**src/ppfs_defines.vh**
```
// constants for the port pin function select block
`ifndef PPFS_DEFINES_VH
`define PPFS_DEFINES_VH

// ****************************************************************
// bus geometry
// ****************************************************************
`define PPFS_AXI_AW        18
`define PPFS_IDX_W         16
`define PPFS_LO_W          8
`define PPFS_UP_W          4
`define PPFS_SYNC_W        12

// ****************************************************************
// register indexes, byte address is four times the index
// ****************************************************************
`define PPFS_IDX_FSEL_LO   16'hffb5
`define PPFS_IDX_FSEL_GL   16'hffb6
`define PPFS_IDX_DIR_LO    16'hffc0
`define PPFS_IDX_ADCFG     16'hffc1
`define PPFS_IDX_LATCH_LO  16'hffc2
`define PPFS_IDX_DIR_UP    16'hffc3
`define PPFS_IDX_PULLUP    16'hffc4
`define PPFS_IDX_LATCH_UP  16'hffc5
`define PPFS_IDX_PIN_LO    16'hffc6
`define PPFS_IDX_PIN_UP    16'hffc7

// ****************************************************************
// reset values
// ****************************************************************
`define PPFS_RST_FSEL      8'h00
`define PPFS_RST_ADCFG     8'h00
`define PPFS_RST_DIR_LO    8'hff
`define PPFS_RST_DIR_UP    4'hf
`define PPFS_RST_PULLUP    4'h0
`define PPFS_RST_LATCH_LO  8'h00
`define PPFS_RST_LATCH_UP  4'h0

// ****************************************************************
// bus responses and select codes
// ****************************************************************
`define PPFS_RESP_OKAY     2'b00
`define PPFS_RESP_SLVERR   2'b10
`define PPFS_SEL_W         10
`define PPFS_SEL_NONE      10'h000
`define PPFS_SEL_FSEL_LO   0
`define PPFS_SEL_FSEL_GL   1
`define PPFS_SEL_DIR_LO    2
`define PPFS_SEL_ADCFG     3
`define PPFS_SEL_LATCH_LO  4
`define PPFS_SEL_DIR_UP    5
`define PPFS_SEL_PULLUP    6
`define PPFS_SEL_LATCH_UP  7
`define PPFS_SEL_PIN_LO    8
`define PPFS_SEL_PIN_UP    9

`endif

```
**src/ppfs_pin_sync.v**
```verilog
// three-stage pin synchroniser with agreement filter
`timescale 1ns/100ps
`include "ppfs_defines.vh"
module ppfs_pin_sync #(
  parameter W = `PPFS_SYNC_W
) (
  // clock and reset
  input  wire         core_clk,
  input  wire         rst_n,
  // pins in and filtered level out
  input  wire [W-1:0] pin_in,
  output reg  [W-1:0] pin_q
);

  reg [W-1:0] s1_r;
  reg [W-1:0] s2_r;
  reg [W-1:0] s3_r;

  // ****************************************************************
  // stage chain, a level counts once stages two and three agree
  // ****************************************************************
  genvar g;
  generate
    for (g = 0; g < W; g = g + 1) begin : g_bit
      always @(posedge core_clk) begin
        if (!rst_n) begin
          s1_r[g]  <= 1'b0;
          s2_r[g]  <= 1'b0;
          s3_r[g]  <= 1'b0;
          pin_q[g] <= 1'b0;
        end else begin
          s1_r[g] <= pin_in[g];
          s2_r[g] <= s1_r[g];
          s3_r[g] <= s2_r[g];
          if (s2_r[g] == s3_r[g]) begin
            pin_q[g] <= s3_r[g];
          end
        end
      end
    end
  endgenerate

endmodule // ppfs_pin_sync

```
**src/ppfs_port_fsel.v**
```verilog
// port pin function select with axi4-lite register access
//
// Operation
// - eight-pin port, direction per pin
// - eight-pin port: gpio, analog input or lcd segment
// - segments map in reverse pin order
// - reset leaves eight pins analog inputs
// - four-pin port, direction per pin
// - per-pin pull-up on four-pin port
// - control mode routes pins to peripherals
// - direction zero drives, one releases pin
//
// The AXI4-Lite register port was chosen for this implementation.
`timescale 1ns/100ps
`include "ppfs_defines.vh"
module ppfs_port_fsel (
  // clock and reset
  input  wire                     core_clk,
  input  wire                     rst_n,
  // axi4-lite write address
  input  wire [`PPFS_AXI_AW-1:0]  s_axi_awaddr,
  input  wire [2:0]               s_axi_awprot,
  input  wire                     s_axi_awvalid,
  output reg                      s_axi_awready,
  // axi4-lite write data
  input  wire [31:0]              s_axi_wdata,
  input  wire [3:0]               s_axi_wstrb,
  input  wire                     s_axi_wvalid,
  output reg                      s_axi_wready,
  // axi4-lite write response
  output reg  [1:0]               s_axi_bresp,
  output reg                      s_axi_bvalid,
  input  wire                     s_axi_bready,
  // axi4-lite read address
  input  wire [`PPFS_AXI_AW-1:0]  s_axi_araddr,
  input  wire [2:0]               s_axi_arprot,
  input  wire                     s_axi_arvalid,
  output reg                      s_axi_arready,
  // axi4-lite read data
  output reg  [31:0]              s_axi_rdata,
  output reg  [1:0]               s_axi_rresp,
  output reg                      s_axi_rvalid,
  input  wire                     s_axi_rready,
  // eight-pin port
  input  wire [`PPFS_LO_W-1:0]    lower_port_pins_in,
  output reg  [`PPFS_LO_W-1:0]    lower_port_pins_out,
  output reg  [`PPFS_LO_W-1:0]    lower_port_pins_oe,
  output reg  [`PPFS_LO_W-1:0]    sar_converter_inputs_en,
  // lcd segments, index 0 is the lowest segment number
  input  wire [`PPFS_LO_W-1:0]    lcd_segment_outputs,
  // four-pin port
  input  wire [`PPFS_UP_W-1:0]    upper_port_pins_in,
  output reg  [`PPFS_UP_W-1:0]    upper_port_pins_out,
  output reg  [`PPFS_UP_W-1:0]    upper_port_pins_oe,
  output reg  [`PPFS_UP_W-1:0]    upper_port_pullup_enable,
  // alternate-function peripherals on the four-pin port
  input  wire [`PPFS_UP_W-1:0]    upper_alt_out,
  input  wire [`PPFS_UP_W-1:0]    upper_alt_oe,
  output reg  [`PPFS_UP_W-1:0]    upper_alt_in
);

  // ****************************************************************
  // address decode
  // ****************************************************************
  function [`PPFS_SEL_W-1:0] ppfs_decode;
    input [`PPFS_AXI_AW-1:0] addr;
    reg   [`PPFS_IDX_W-1:0]  idx;
    begin
      idx = addr[`PPFS_AXI_AW-1:2];
      ppfs_decode = `PPFS_SEL_NONE;
      if (addr[1:0] == 2'b00) begin
        case (idx)
          `PPFS_IDX_FSEL_LO:  ppfs_decode[`PPFS_SEL_FSEL_LO]  = 1'b1;
          `PPFS_IDX_FSEL_GL:  ppfs_decode[`PPFS_SEL_FSEL_GL]  = 1'b1;
          `PPFS_IDX_DIR_LO:   ppfs_decode[`PPFS_SEL_DIR_LO]   = 1'b1;
          `PPFS_IDX_ADCFG:    ppfs_decode[`PPFS_SEL_ADCFG]    = 1'b1;
          `PPFS_IDX_LATCH_LO: ppfs_decode[`PPFS_SEL_LATCH_LO] = 1'b1;
          `PPFS_IDX_DIR_UP:   ppfs_decode[`PPFS_SEL_DIR_UP]   = 1'b1;
          `PPFS_IDX_PULLUP:   ppfs_decode[`PPFS_SEL_PULLUP]   = 1'b1;
          `PPFS_IDX_LATCH_UP: ppfs_decode[`PPFS_SEL_LATCH_UP] = 1'b1;
          `PPFS_IDX_PIN_LO:   ppfs_decode[`PPFS_SEL_PIN_LO]   = 1'b1;
          `PPFS_IDX_PIN_UP:   ppfs_decode[`PPFS_SEL_PIN_UP]   = 1'b1;
          default:            ppfs_decode = `PPFS_SEL_NONE;
        endcase
      end
    end
  endfunction

  // ****************************************************************
  // state
  // ****************************************************************
  reg  [`PPFS_AXI_AW-1:0]  awaddr_r;
  reg                      aw_have_r;
  reg  [31:0]              wdata_r;
  reg  [3:0]               wstrb_r;
  reg                      w_have_r;
  reg  [`PPFS_LO_W-1:0]    fsel_lo_r;
  reg  [`PPFS_LO_W-1:0]    fsel_gl_r;
  reg  [`PPFS_LO_W-1:0]    dir_lo_r;
  reg  [`PPFS_LO_W-1:0]    adcfg_r;
  reg  [`PPFS_LO_W-1:0]    latch_lo_r;
  reg  [`PPFS_UP_W-1:0]    dir_up_r;
  reg  [`PPFS_UP_W-1:0]    pullup_r;
  reg  [`PPFS_UP_W-1:0]    latch_up_r;
  wire [`PPFS_SYNC_W-1:0]  pins_q;
  wire [`PPFS_LO_W-1:0]    pin_lo_q;
  wire [`PPFS_UP_W-1:0]    pin_up_q;
  wire [`PPFS_UP_W-1:0]    ctrl_up;
  wire [`PPFS_SEL_W-1:0]   wsel;
  wire [`PPFS_SEL_W-1:0]   rsel;
  wire                     wr_go;
  wire                     wr_en;
  reg  [31:0]              rd_mux;
  reg  [`PPFS_LO_W-1:0]    lo_out_nxt;
  reg  [`PPFS_LO_W-1:0]    lo_oe_nxt;
  reg  [`PPFS_LO_W-1:0]    lo_ana_nxt;
  reg  [`PPFS_UP_W-1:0]    up_out_nxt;
  reg  [`PPFS_UP_W-1:0]    up_oe_nxt;
  integer                  i;
  integer                  j;

  assign pin_lo_q = pins_q[`PPFS_LO_W-1:0];
  assign pin_up_q = pins_q[`PPFS_SYNC_W-1:`PPFS_LO_W];
  // low nibble of the global select puts each upper pin in control mode
  assign ctrl_up  = fsel_gl_r[`PPFS_UP_W-1:0];
  assign wsel     = ppfs_decode(awaddr_r);
  assign rsel     = ppfs_decode(s_axi_araddr);
  assign wr_go    = aw_have_r & w_have_r & ~s_axi_bvalid;
  assign wr_en    = wr_go & wstrb_r[0];

  // ****************************************************************
  // pin input synchroniser
  // ****************************************************************
  ppfs_pin_sync #(
    .W (`PPFS_SYNC_W)
  ) u_sync (
    .core_clk (core_clk),
    .rst_n    (rst_n),
    .pin_in   ({upper_port_pins_in, lower_port_pins_in}),
    .pin_q    (pins_q)
  );

  // ****************************************************************
  // write channel: address and data taken in either order
  // ****************************************************************
  always @(posedge core_clk) begin
    if (!rst_n) begin
      s_axi_awready <= 1'b1;
      s_axi_wready  <= 1'b1;
      s_axi_bvalid  <= 1'b0;
      s_axi_bresp   <= `PPFS_RESP_OKAY;
      aw_have_r     <= 1'b0;
      w_have_r      <= 1'b0;
      awaddr_r      <= {`PPFS_AXI_AW{1'b0}};
      wdata_r       <= 32'h0000_0000;
      wstrb_r       <= 4'h0;
    end else begin
      if (s_axi_awvalid && s_axi_awready) begin
        awaddr_r      <= s_axi_awaddr;
        aw_have_r     <= 1'b1;
        s_axi_awready <= 1'b0;
      end
      if (s_axi_wvalid && s_axi_wready) begin
        wdata_r      <= s_axi_wdata;
        wstrb_r      <= s_axi_wstrb;
        w_have_r     <= 1'b1;
        s_axi_wready <= 1'b0;
      end
      if (wr_go) begin
        aw_have_r    <= 1'b0;
        w_have_r     <= 1'b0;
        s_axi_bvalid <= 1'b1;
        s_axi_bresp  <= (wsel == `PPFS_SEL_NONE) ? `PPFS_RESP_SLVERR
                                                 : `PPFS_RESP_OKAY;
      end
      if (s_axi_bvalid && s_axi_bready) begin
        s_axi_bvalid  <= 1'b0;
        s_axi_awready <= 1'b1;
        s_axi_wready  <= 1'b1;
      end
    end
  end

  // ****************************************************************
  // register file, only byte lane 0 carries data
  // ****************************************************************
  always @(posedge core_clk) begin
    if (!rst_n) begin
      fsel_lo_r  <= `PPFS_RST_FSEL;
      fsel_gl_r  <= `PPFS_RST_FSEL;
      adcfg_r    <= `PPFS_RST_ADCFG;
      dir_lo_r   <= `PPFS_RST_DIR_LO;
      latch_lo_r <= `PPFS_RST_LATCH_LO;
      dir_up_r   <= `PPFS_RST_DIR_UP;
      pullup_r   <= `PPFS_RST_PULLUP;
      latch_up_r <= `PPFS_RST_LATCH_UP;
    end else if (wr_en) begin
      if (wsel[`PPFS_SEL_FSEL_LO]) begin
        fsel_lo_r <= wdata_r[`PPFS_LO_W-1:0];
      end
      if (wsel[`PPFS_SEL_FSEL_GL]) begin
        fsel_gl_r <= wdata_r[`PPFS_LO_W-1:0];
      end
      if (wsel[`PPFS_SEL_DIR_LO]) begin
        dir_lo_r <= wdata_r[`PPFS_LO_W-1:0];
      end
      if (wsel[`PPFS_SEL_ADCFG]) begin
        adcfg_r <= wdata_r[`PPFS_LO_W-1:0];
      end
      if (wsel[`PPFS_SEL_LATCH_LO]) begin
        latch_lo_r <= wdata_r[`PPFS_LO_W-1:0];
      end
      if (wsel[`PPFS_SEL_DIR_UP]) begin
        dir_up_r <= wdata_r[`PPFS_UP_W-1:0];
      end
      if (wsel[`PPFS_SEL_PULLUP]) begin
        pullup_r <= wdata_r[`PPFS_UP_W-1:0];
      end
      if (wsel[`PPFS_SEL_LATCH_UP]) begin
        latch_up_r <= wdata_r[`PPFS_UP_W-1:0];
      end
    end
  end

  // ****************************************************************
  // read channel
  // ****************************************************************
  always @* begin
    rd_mux = 32'h0000_0000;
    case (1'b1)
      rsel[`PPFS_SEL_FSEL_LO]:  rd_mux[`PPFS_LO_W-1:0] = fsel_lo_r;
      rsel[`PPFS_SEL_FSEL_GL]:  rd_mux[`PPFS_LO_W-1:0] = fsel_gl_r;
      rsel[`PPFS_SEL_DIR_LO]:   rd_mux[`PPFS_LO_W-1:0] = dir_lo_r;
      rsel[`PPFS_SEL_ADCFG]:    rd_mux[`PPFS_LO_W-1:0] = adcfg_r;
      rsel[`PPFS_SEL_LATCH_LO]: rd_mux[`PPFS_LO_W-1:0] = latch_lo_r;
      rsel[`PPFS_SEL_DIR_UP]:   rd_mux[`PPFS_UP_W-1:0] = dir_up_r;
      rsel[`PPFS_SEL_PULLUP]:   rd_mux[`PPFS_UP_W-1:0] = pullup_r;
      rsel[`PPFS_SEL_LATCH_UP]: rd_mux[`PPFS_UP_W-1:0] = latch_up_r;
      rsel[`PPFS_SEL_PIN_LO]:   rd_mux[`PPFS_LO_W-1:0] = pin_lo_q;
      rsel[`PPFS_SEL_PIN_UP]:   rd_mux[`PPFS_UP_W-1:0] = pin_up_q;
      default:                  rd_mux = 32'h0000_0000;
    endcase
  end

  always @(posedge core_clk) begin
    if (!rst_n) begin
      s_axi_arready <= 1'b1;
      s_axi_rvalid  <= 1'b0;
      s_axi_rdata   <= 32'h0000_0000;
      s_axi_rresp   <= `PPFS_RESP_OKAY;
    end else begin
      if (s_axi_arvalid && s_axi_arready) begin
        s_axi_arready <= 1'b0;
        s_axi_rvalid  <= 1'b1;
        s_axi_rdata   <= rd_mux;
        s_axi_rresp   <= (rsel == `PPFS_SEL_NONE) ? `PPFS_RESP_SLVERR
                                                  : `PPFS_RESP_OKAY;
      end
      if (s_axi_rvalid && s_axi_rready) begin
        s_axi_rvalid  <= 1'b0;
        s_axi_arready <= 1'b1;
      end
    end
  end

  // ****************************************************************
  // eight-pin port function mux
  // ****************************************************************
  always @* begin
    lo_out_nxt = {`PPFS_LO_W{1'b0}};
    lo_oe_nxt  = {`PPFS_LO_W{1'b0}};
    lo_ana_nxt = {`PPFS_LO_W{1'b0}};
    for (i = 0; i < `PPFS_LO_W; i = i + 1) begin
      if (fsel_lo_r[i]) begin
        // segment output: lowest pin carries highest segment
        lo_out_nxt[i] = lcd_segment_outputs[`PPFS_LO_W-1-i];
        lo_oe_nxt[i]  = 1'b1;
      end else if (!adcfg_r[i]) begin
        // analog input, digital buffer off
        lo_ana_nxt[i] = 1'b1;
      end else begin
        lo_out_nxt[i] = latch_lo_r[i];
        lo_oe_nxt[i]  = ~dir_lo_r[i];
      end
    end
  end

  // ****************************************************************
  // four-pin port function mux
  // ****************************************************************
  always @* begin
    up_out_nxt = {`PPFS_UP_W{1'b0}};
    up_oe_nxt  = {`PPFS_UP_W{1'b0}};
    for (j = 0; j < `PPFS_UP_W; j = j + 1) begin
      if (ctrl_up[j]) begin
        up_out_nxt[j] = upper_alt_out[j];
        up_oe_nxt[j]  = upper_alt_oe[j];
      end else begin
        up_out_nxt[j] = latch_up_r[j];
        up_oe_nxt[j]  = ~dir_up_r[j];
      end
    end
  end

  // ****************************************************************
  // registered pin outputs
  // ****************************************************************
  always @(posedge core_clk) begin
    if (!rst_n) begin
      lower_port_pins_out      <= {`PPFS_LO_W{1'b0}};
      lower_port_pins_oe       <= {`PPFS_LO_W{1'b0}};
      sar_converter_inputs_en  <= {`PPFS_LO_W{1'b1}};
      upper_port_pins_out      <= {`PPFS_UP_W{1'b0}};
      upper_port_pins_oe       <= {`PPFS_UP_W{1'b0}};
      upper_port_pullup_enable <= {`PPFS_UP_W{1'b0}};
      upper_alt_in             <= {`PPFS_UP_W{1'b0}};
    end else begin
      lower_port_pins_out      <= lo_out_nxt;
      lower_port_pins_oe       <= lo_oe_nxt;
      sar_converter_inputs_en  <= lo_ana_nxt;
      upper_port_pins_out      <= up_out_nxt;
      upper_port_pins_oe       <= up_oe_nxt;
      // pull-up only while the pin is not driven
      upper_port_pullup_enable <= pullup_r & ~up_oe_nxt;
      upper_alt_in             <= pin_up_q & ctrl_up;
    end
  end

endmodule // ppfs_port_fsel

```
**config.mk**
```make
export PLATFORM = sky130hd
export DESIGN_NAME = ppfs_port_fsel
export DESIGN_NICKNAME = d
export VERILOG_FILES = /design/src/ppfs_pin_sync.v /design/src/ppfs_port_fsel.v
export VERILOG_INCLUDE_DIRS = /design/src /design/src/src
export SDC_FILE = /design/constraint.sdc
export NUM_CORES = 1
export LEC_CHECK = 0
export BUFFER_PORTS_ARGS = -buffer_cell sky130_fd_sc_hd__buf_2
export CAP_MARGIN = 20
export CORE_ASPECT_RATIO = 0.6
export CORE_MARGIN = 2
export CORE_UTILIZATION = 52
export DETAILED_ROUTE_END_ITERATION = 8
export PLACE_DENSITY = 0.86
export SETUP_SLACK_MARGIN = 0.3
export SLEW_MARGIN = 10
export SYNTH_ARGS = -nofsm -noshare
export SYNTH_HDL_FRONTEND = slang
export SYNTH_SLANG_ARGS = --single-unit
```
**constraint.sdc**
```tcl
create_clock -name core_clk -period 2.4 [get_ports core_clk]
set_input_delay 0.48 -clock core_clk [delete_from_list [all_inputs] [get_ports core_clk]]
set_output_delay 0.48 -clock core_clk [all_outputs]
set_load 0.02 [all_outputs]
```
==> impl_metrics.tcl <==
set metrics [dict create \
    timing.final.max_slew_violations 0 \
    timing.critical_path.from_type "flop" \
    timing.hold.worst.start "s_axi_awvalid" \
    diodes 0 \
    layout.cells.non_filler 1097 \
    grt_util_met2 0.347 \
    clock-sinks 184 \
    place.gp.congestion 0.962 \
    cts_post_setup_buffers_inserted 0 \
    clock_latency_ns 0.43 \
    cts_tree "done" \
    cts.path.max_buffers 2 \
    placement_rows 33 \
    power-per-cell-area_nw_per_um2 724 \
    final_net_count 1005 \
    grt_pass1_wl_mm 26.8 \
    grt.overflow.total 0 \
    die_area_um2 15100 \
    detail_route.wl_per_cell_um 15.5 \
    synth_sequential_area_ratio 0.504 \
    grt.met3_usage 0.0603 \
    hold_class "in2reg" \
    power.ir.vdd_worst_v 0.000408 \
    worstPathArrival_ns 2.32 \
    die_width_um 157 \
    vias_per_cell 5.18 \
    chipHeight_um 95.8 \
    maxCapViolCount 0 \
    track_usage 0.232 \
    largest_net_degree_at_the_start_of_global_routing 41 \
    timing.fmax_ghz 0.500 \
    antenna_violations_before_repair 0 \
    fillCellCount 1145 \
    critPathCaptureType "flop" \
    dpl.cell_count 1065 \
    layout-drive-gt1-share 0.221 \
    synth_edf_count 0 \
    synthFlopType "sky130_fd_sc_hd__dfxtp_1" \
    p_leak_uw 0.00366 \
    crit_start "s_axi_bvalid" \
    dp_hpwl_mm 12.4 \
    synthesis.area_um2 7310 \
    core_um2 13700 \
    finalCritPeriodShare 0.834 \
    via_count_of_the_first_global_routing_pass 5234 \
    post-route-min-period_ns 2.00 \
    number_of_setup_violations_in_the_final_report 0 \
    avgSynthCellArea_um2 9.63 \
    postCtsResizedCells 0 \
    numCtsBuffers 17 \
    outcome "finished clean" \
    cts.reportedPaths.clkPinSlew_ns 0.07 \
    postSynth.asyncResetShare 0 \
    cts_hold_buf 0 \
    final_hold_viol_count 0 \
    yosys_register_bits 184 \
    postRouteAntennaNets 0 \
    number_of_placed_i_o_pins 194 \
    tightest_slew_margin_relative_to_the_limit 0.566 \
    grt_util_met1 0.335 \
    synthesis.instances 759 \
    drc 0 \
    dr.pass1.iters 5 \
    layout.core_utilization 0.637 \
    worstPathMaxFanout 6 \
    rr_startpoint "s_axi_bvalid" \
    ys.warnings.count 0 \
    cts.htree.levels 4 \
    drt-initial-drc-count 446 \
    grt_setup_unrepaired "true" \
    via_count 5686 \
    drt_wl_total_mm 17.0 \
    timing.clock.skew_ns 0.0142 \
    totalNegativeSetupSlack_ns 0 \
    worstMarginPinSlew_ns 0.652 \
    ctsRootBufferMaster "sky130_fd_sc_hd__clkbuf_16" \
    crit_type "reg2reg" \
    crit_required_ns 2.72 \
    initial_utilization 0.533 \
    layout-area-overhead-vs-synth_pct 19.5 \
    port_buffers 134 \
    grt-busiest-layer "met2" \
    synth.distinct_cells 56 \
]
[routing by layer]
layer  up-vias  part of all wire
li1       2830                 -
met1      2617              0.48
met2       229              0.42
met3        10             0.095
met4         0            0.0065
met5         -                 0
[path summary, 6_finish.rpt]
check / to / cells past startpoint / slack, ns
worst max-delay path: pullup_r[1] / 5 / 0.40
worst min-delay path: s_axi_awready / 2 / 0.24
worst max register to register: pullup_r[1] / 5 / 0.40
worst min register to register: u_sync.s2_r[4] / 1 / 0.43
[cells in the mapped netlist, types with 2 or more instances]
cell	n	area, um^2
sky130_fd_sc_hd__buf_4	26	195
sky130_fd_sc_hd__nor4_1	7	43.8
sky130_fd_sc_hd__and3_1	8	50.1
sky130_fd_sc_hd__nand4b_1	2	17.5
sky130_fd_sc_hd__and4_1	2	17.5
sky130_fd_sc_hd__nor3b_1	2	15.0
sky130_fd_sc_hd__a221oi_1	2	17.5
sky130_fd_sc_hd__mux2_2	4	45.0
sky130_fd_sc_hd__and2_1	47	294
sky130_fd_sc_hd__nand3b_1	2	15.0
sky130_fd_sc_hd__o22ai_1	2	12.5
sky130_fd_sc_hd__nor2b_1	48	300
sky130_fd_sc_hd__dfxtp_1	184	3680
sky130_fd_sc_hd__inv_1	13	48.8
sky130_fd_sc_hd__o31ai_1	3	22.5
sky130_fd_sc_hd__clkbuf_1	36	135
sky130_fd_sc_hd__a2bb2oi_1	2	17.5
sky130_fd_sc_hd__a221o_1	2	20.0
sky130_fd_sc_hd__a21boi_0	42	315
sky130_fd_sc_hd__a21oi_1	15	75.1
sky130_fd_sc_hd__or4_1	2	15.0
sky130_fd_sc_hd__buf_2	5	25.0
sky130_fd_sc_hd__o21ai_0	36	180
sky130_fd_sc_hd__or3_1	6	37.5
sky130_fd_sc_hd__nand4_1	5	31.3
sky130_fd_sc_hd__mux2i_1	75	751
sky130_fd_sc_hd__o41ai_1	4	35.0
sky130_fd_sc_hd__nand2b_1	8	50.1
sky130_fd_sc_hd__nor3_1	7	35.0
sky130_fd_sc_hd__a22oi_1	7	52.6
sky130_fd_sc_hd__nand2_1	100	375
sky130_fd_sc_hd__nor2_1	21	78.8
sky130_fd_sc_hd__a311oi_1	2	17.5
sky130_fd_sc_hd__nand3_1	10	50.1
[per-stage QoR]
step	total power, uW	area [um^2]	worst slack (ns)	hold slack (ns)
finish	6330	8740	0.398	0.245
CTS	6350	8730	0.317	0.239
detailed placement	3630	8140	0.220	0.418
global placement	3620	8140	0.248	0.418
floorplan	3510	7400	0.376	0.412
global route	6550	8740	0.292	0.247
[where the power goes]
group | switching (uW) | total (uW) | internal, uW
clock network | 1250 | 2760 | 1510
registers | 60.6 | 3180 | 3120
logic | 221 | 380 | 159
[cell usage in the layout, fill, tap and decap left out, types with 8 or more instances in the layout]
cell type	synthesis	final
sky130_fd_sc_hd__buf_4	26	23
sky130_fd_sc_hd__nand2b_1	8	8
sky130_fd_sc_hd__conb_1	1	26
sky130_fd_sc_hd__mux2i_1	75	75
sky130_fd_sc_hd__and3_1	8	8
sky130_fd_sc_hd__a21boi_0	42	42
sky130_fd_sc_hd__nand3_1	10	10
sky130_fd_sc_hd__clkbuf_16	0	17
sky130_fd_sc_hd__nor2_1	21	21
sky130_fd_sc_hd__nor2b_1	48	48
sky130_fd_sc_hd__a21oi_1	15	15
sky130_fd_sc_hd__and2_1	47	47
sky130_fd_sc_hd__o21ai_0	36	36
sky130_fd_sc_hd__inv_1	13	13
sky130_fd_sc_hd__nand2_1	100	100
sky130_fd_sc_hd__dfxtp_1	184	184
sky130_fd_sc_hd__buf_2	5	133
[cells by family after synthesis]
family | share of synthesized area
multiplexers | 0.109
other | 0.000513
XOR/XNOR | 0.00120
flip-flops | 0.504
buffers and inverters | 0.0558
AO/OA/AOI/OAI | 0.116
AND/OR/NAND/NOR | 0.214
[worst max-delay path: stages (launching register included)]
cell and delay (ns):
sky130_fd_sc_hd__dfxtp_1 0.34, sky130_fd_sc_hd__nand4b_1 0.30, sky130_fd_sc_hd__nor4_2 0.44, sky130_fd_sc_hd__and4_1 0.47
sky130_fd_sc_hd__mux2i_1 0.26, sky130_fd_sc_hd__nor2b_1 0.07
[flip-flops by register name, indices dropped and copies added, names as in the netlist, 12 cells and up]
| signal | cells |
|---|---|
| awaddr_r | 18 |
| u_sync.pin_q | 12 |
| u_sync.s1_r | 12 |
| u_sync.s2_r | 12 |
| u_sync.s3_r | 12 |
[layout make-up]
type / count / area [um^2] / share of cell area
flip-flops and latches: 184 / 3680 / 0.422
multi-input cells: 519 / 3310 / 0.379
repair buffers: 157 / 858 / 0.0983
clock buffers: 19 / 453 / 0.0518
well taps: 192 / 240 / 0.0275
clock inverters: 13 / 138 / 0.0158
inverters: 13 / 48.8 / 0.00559
No activity file was read; power rests on OpenSTA's default activity.
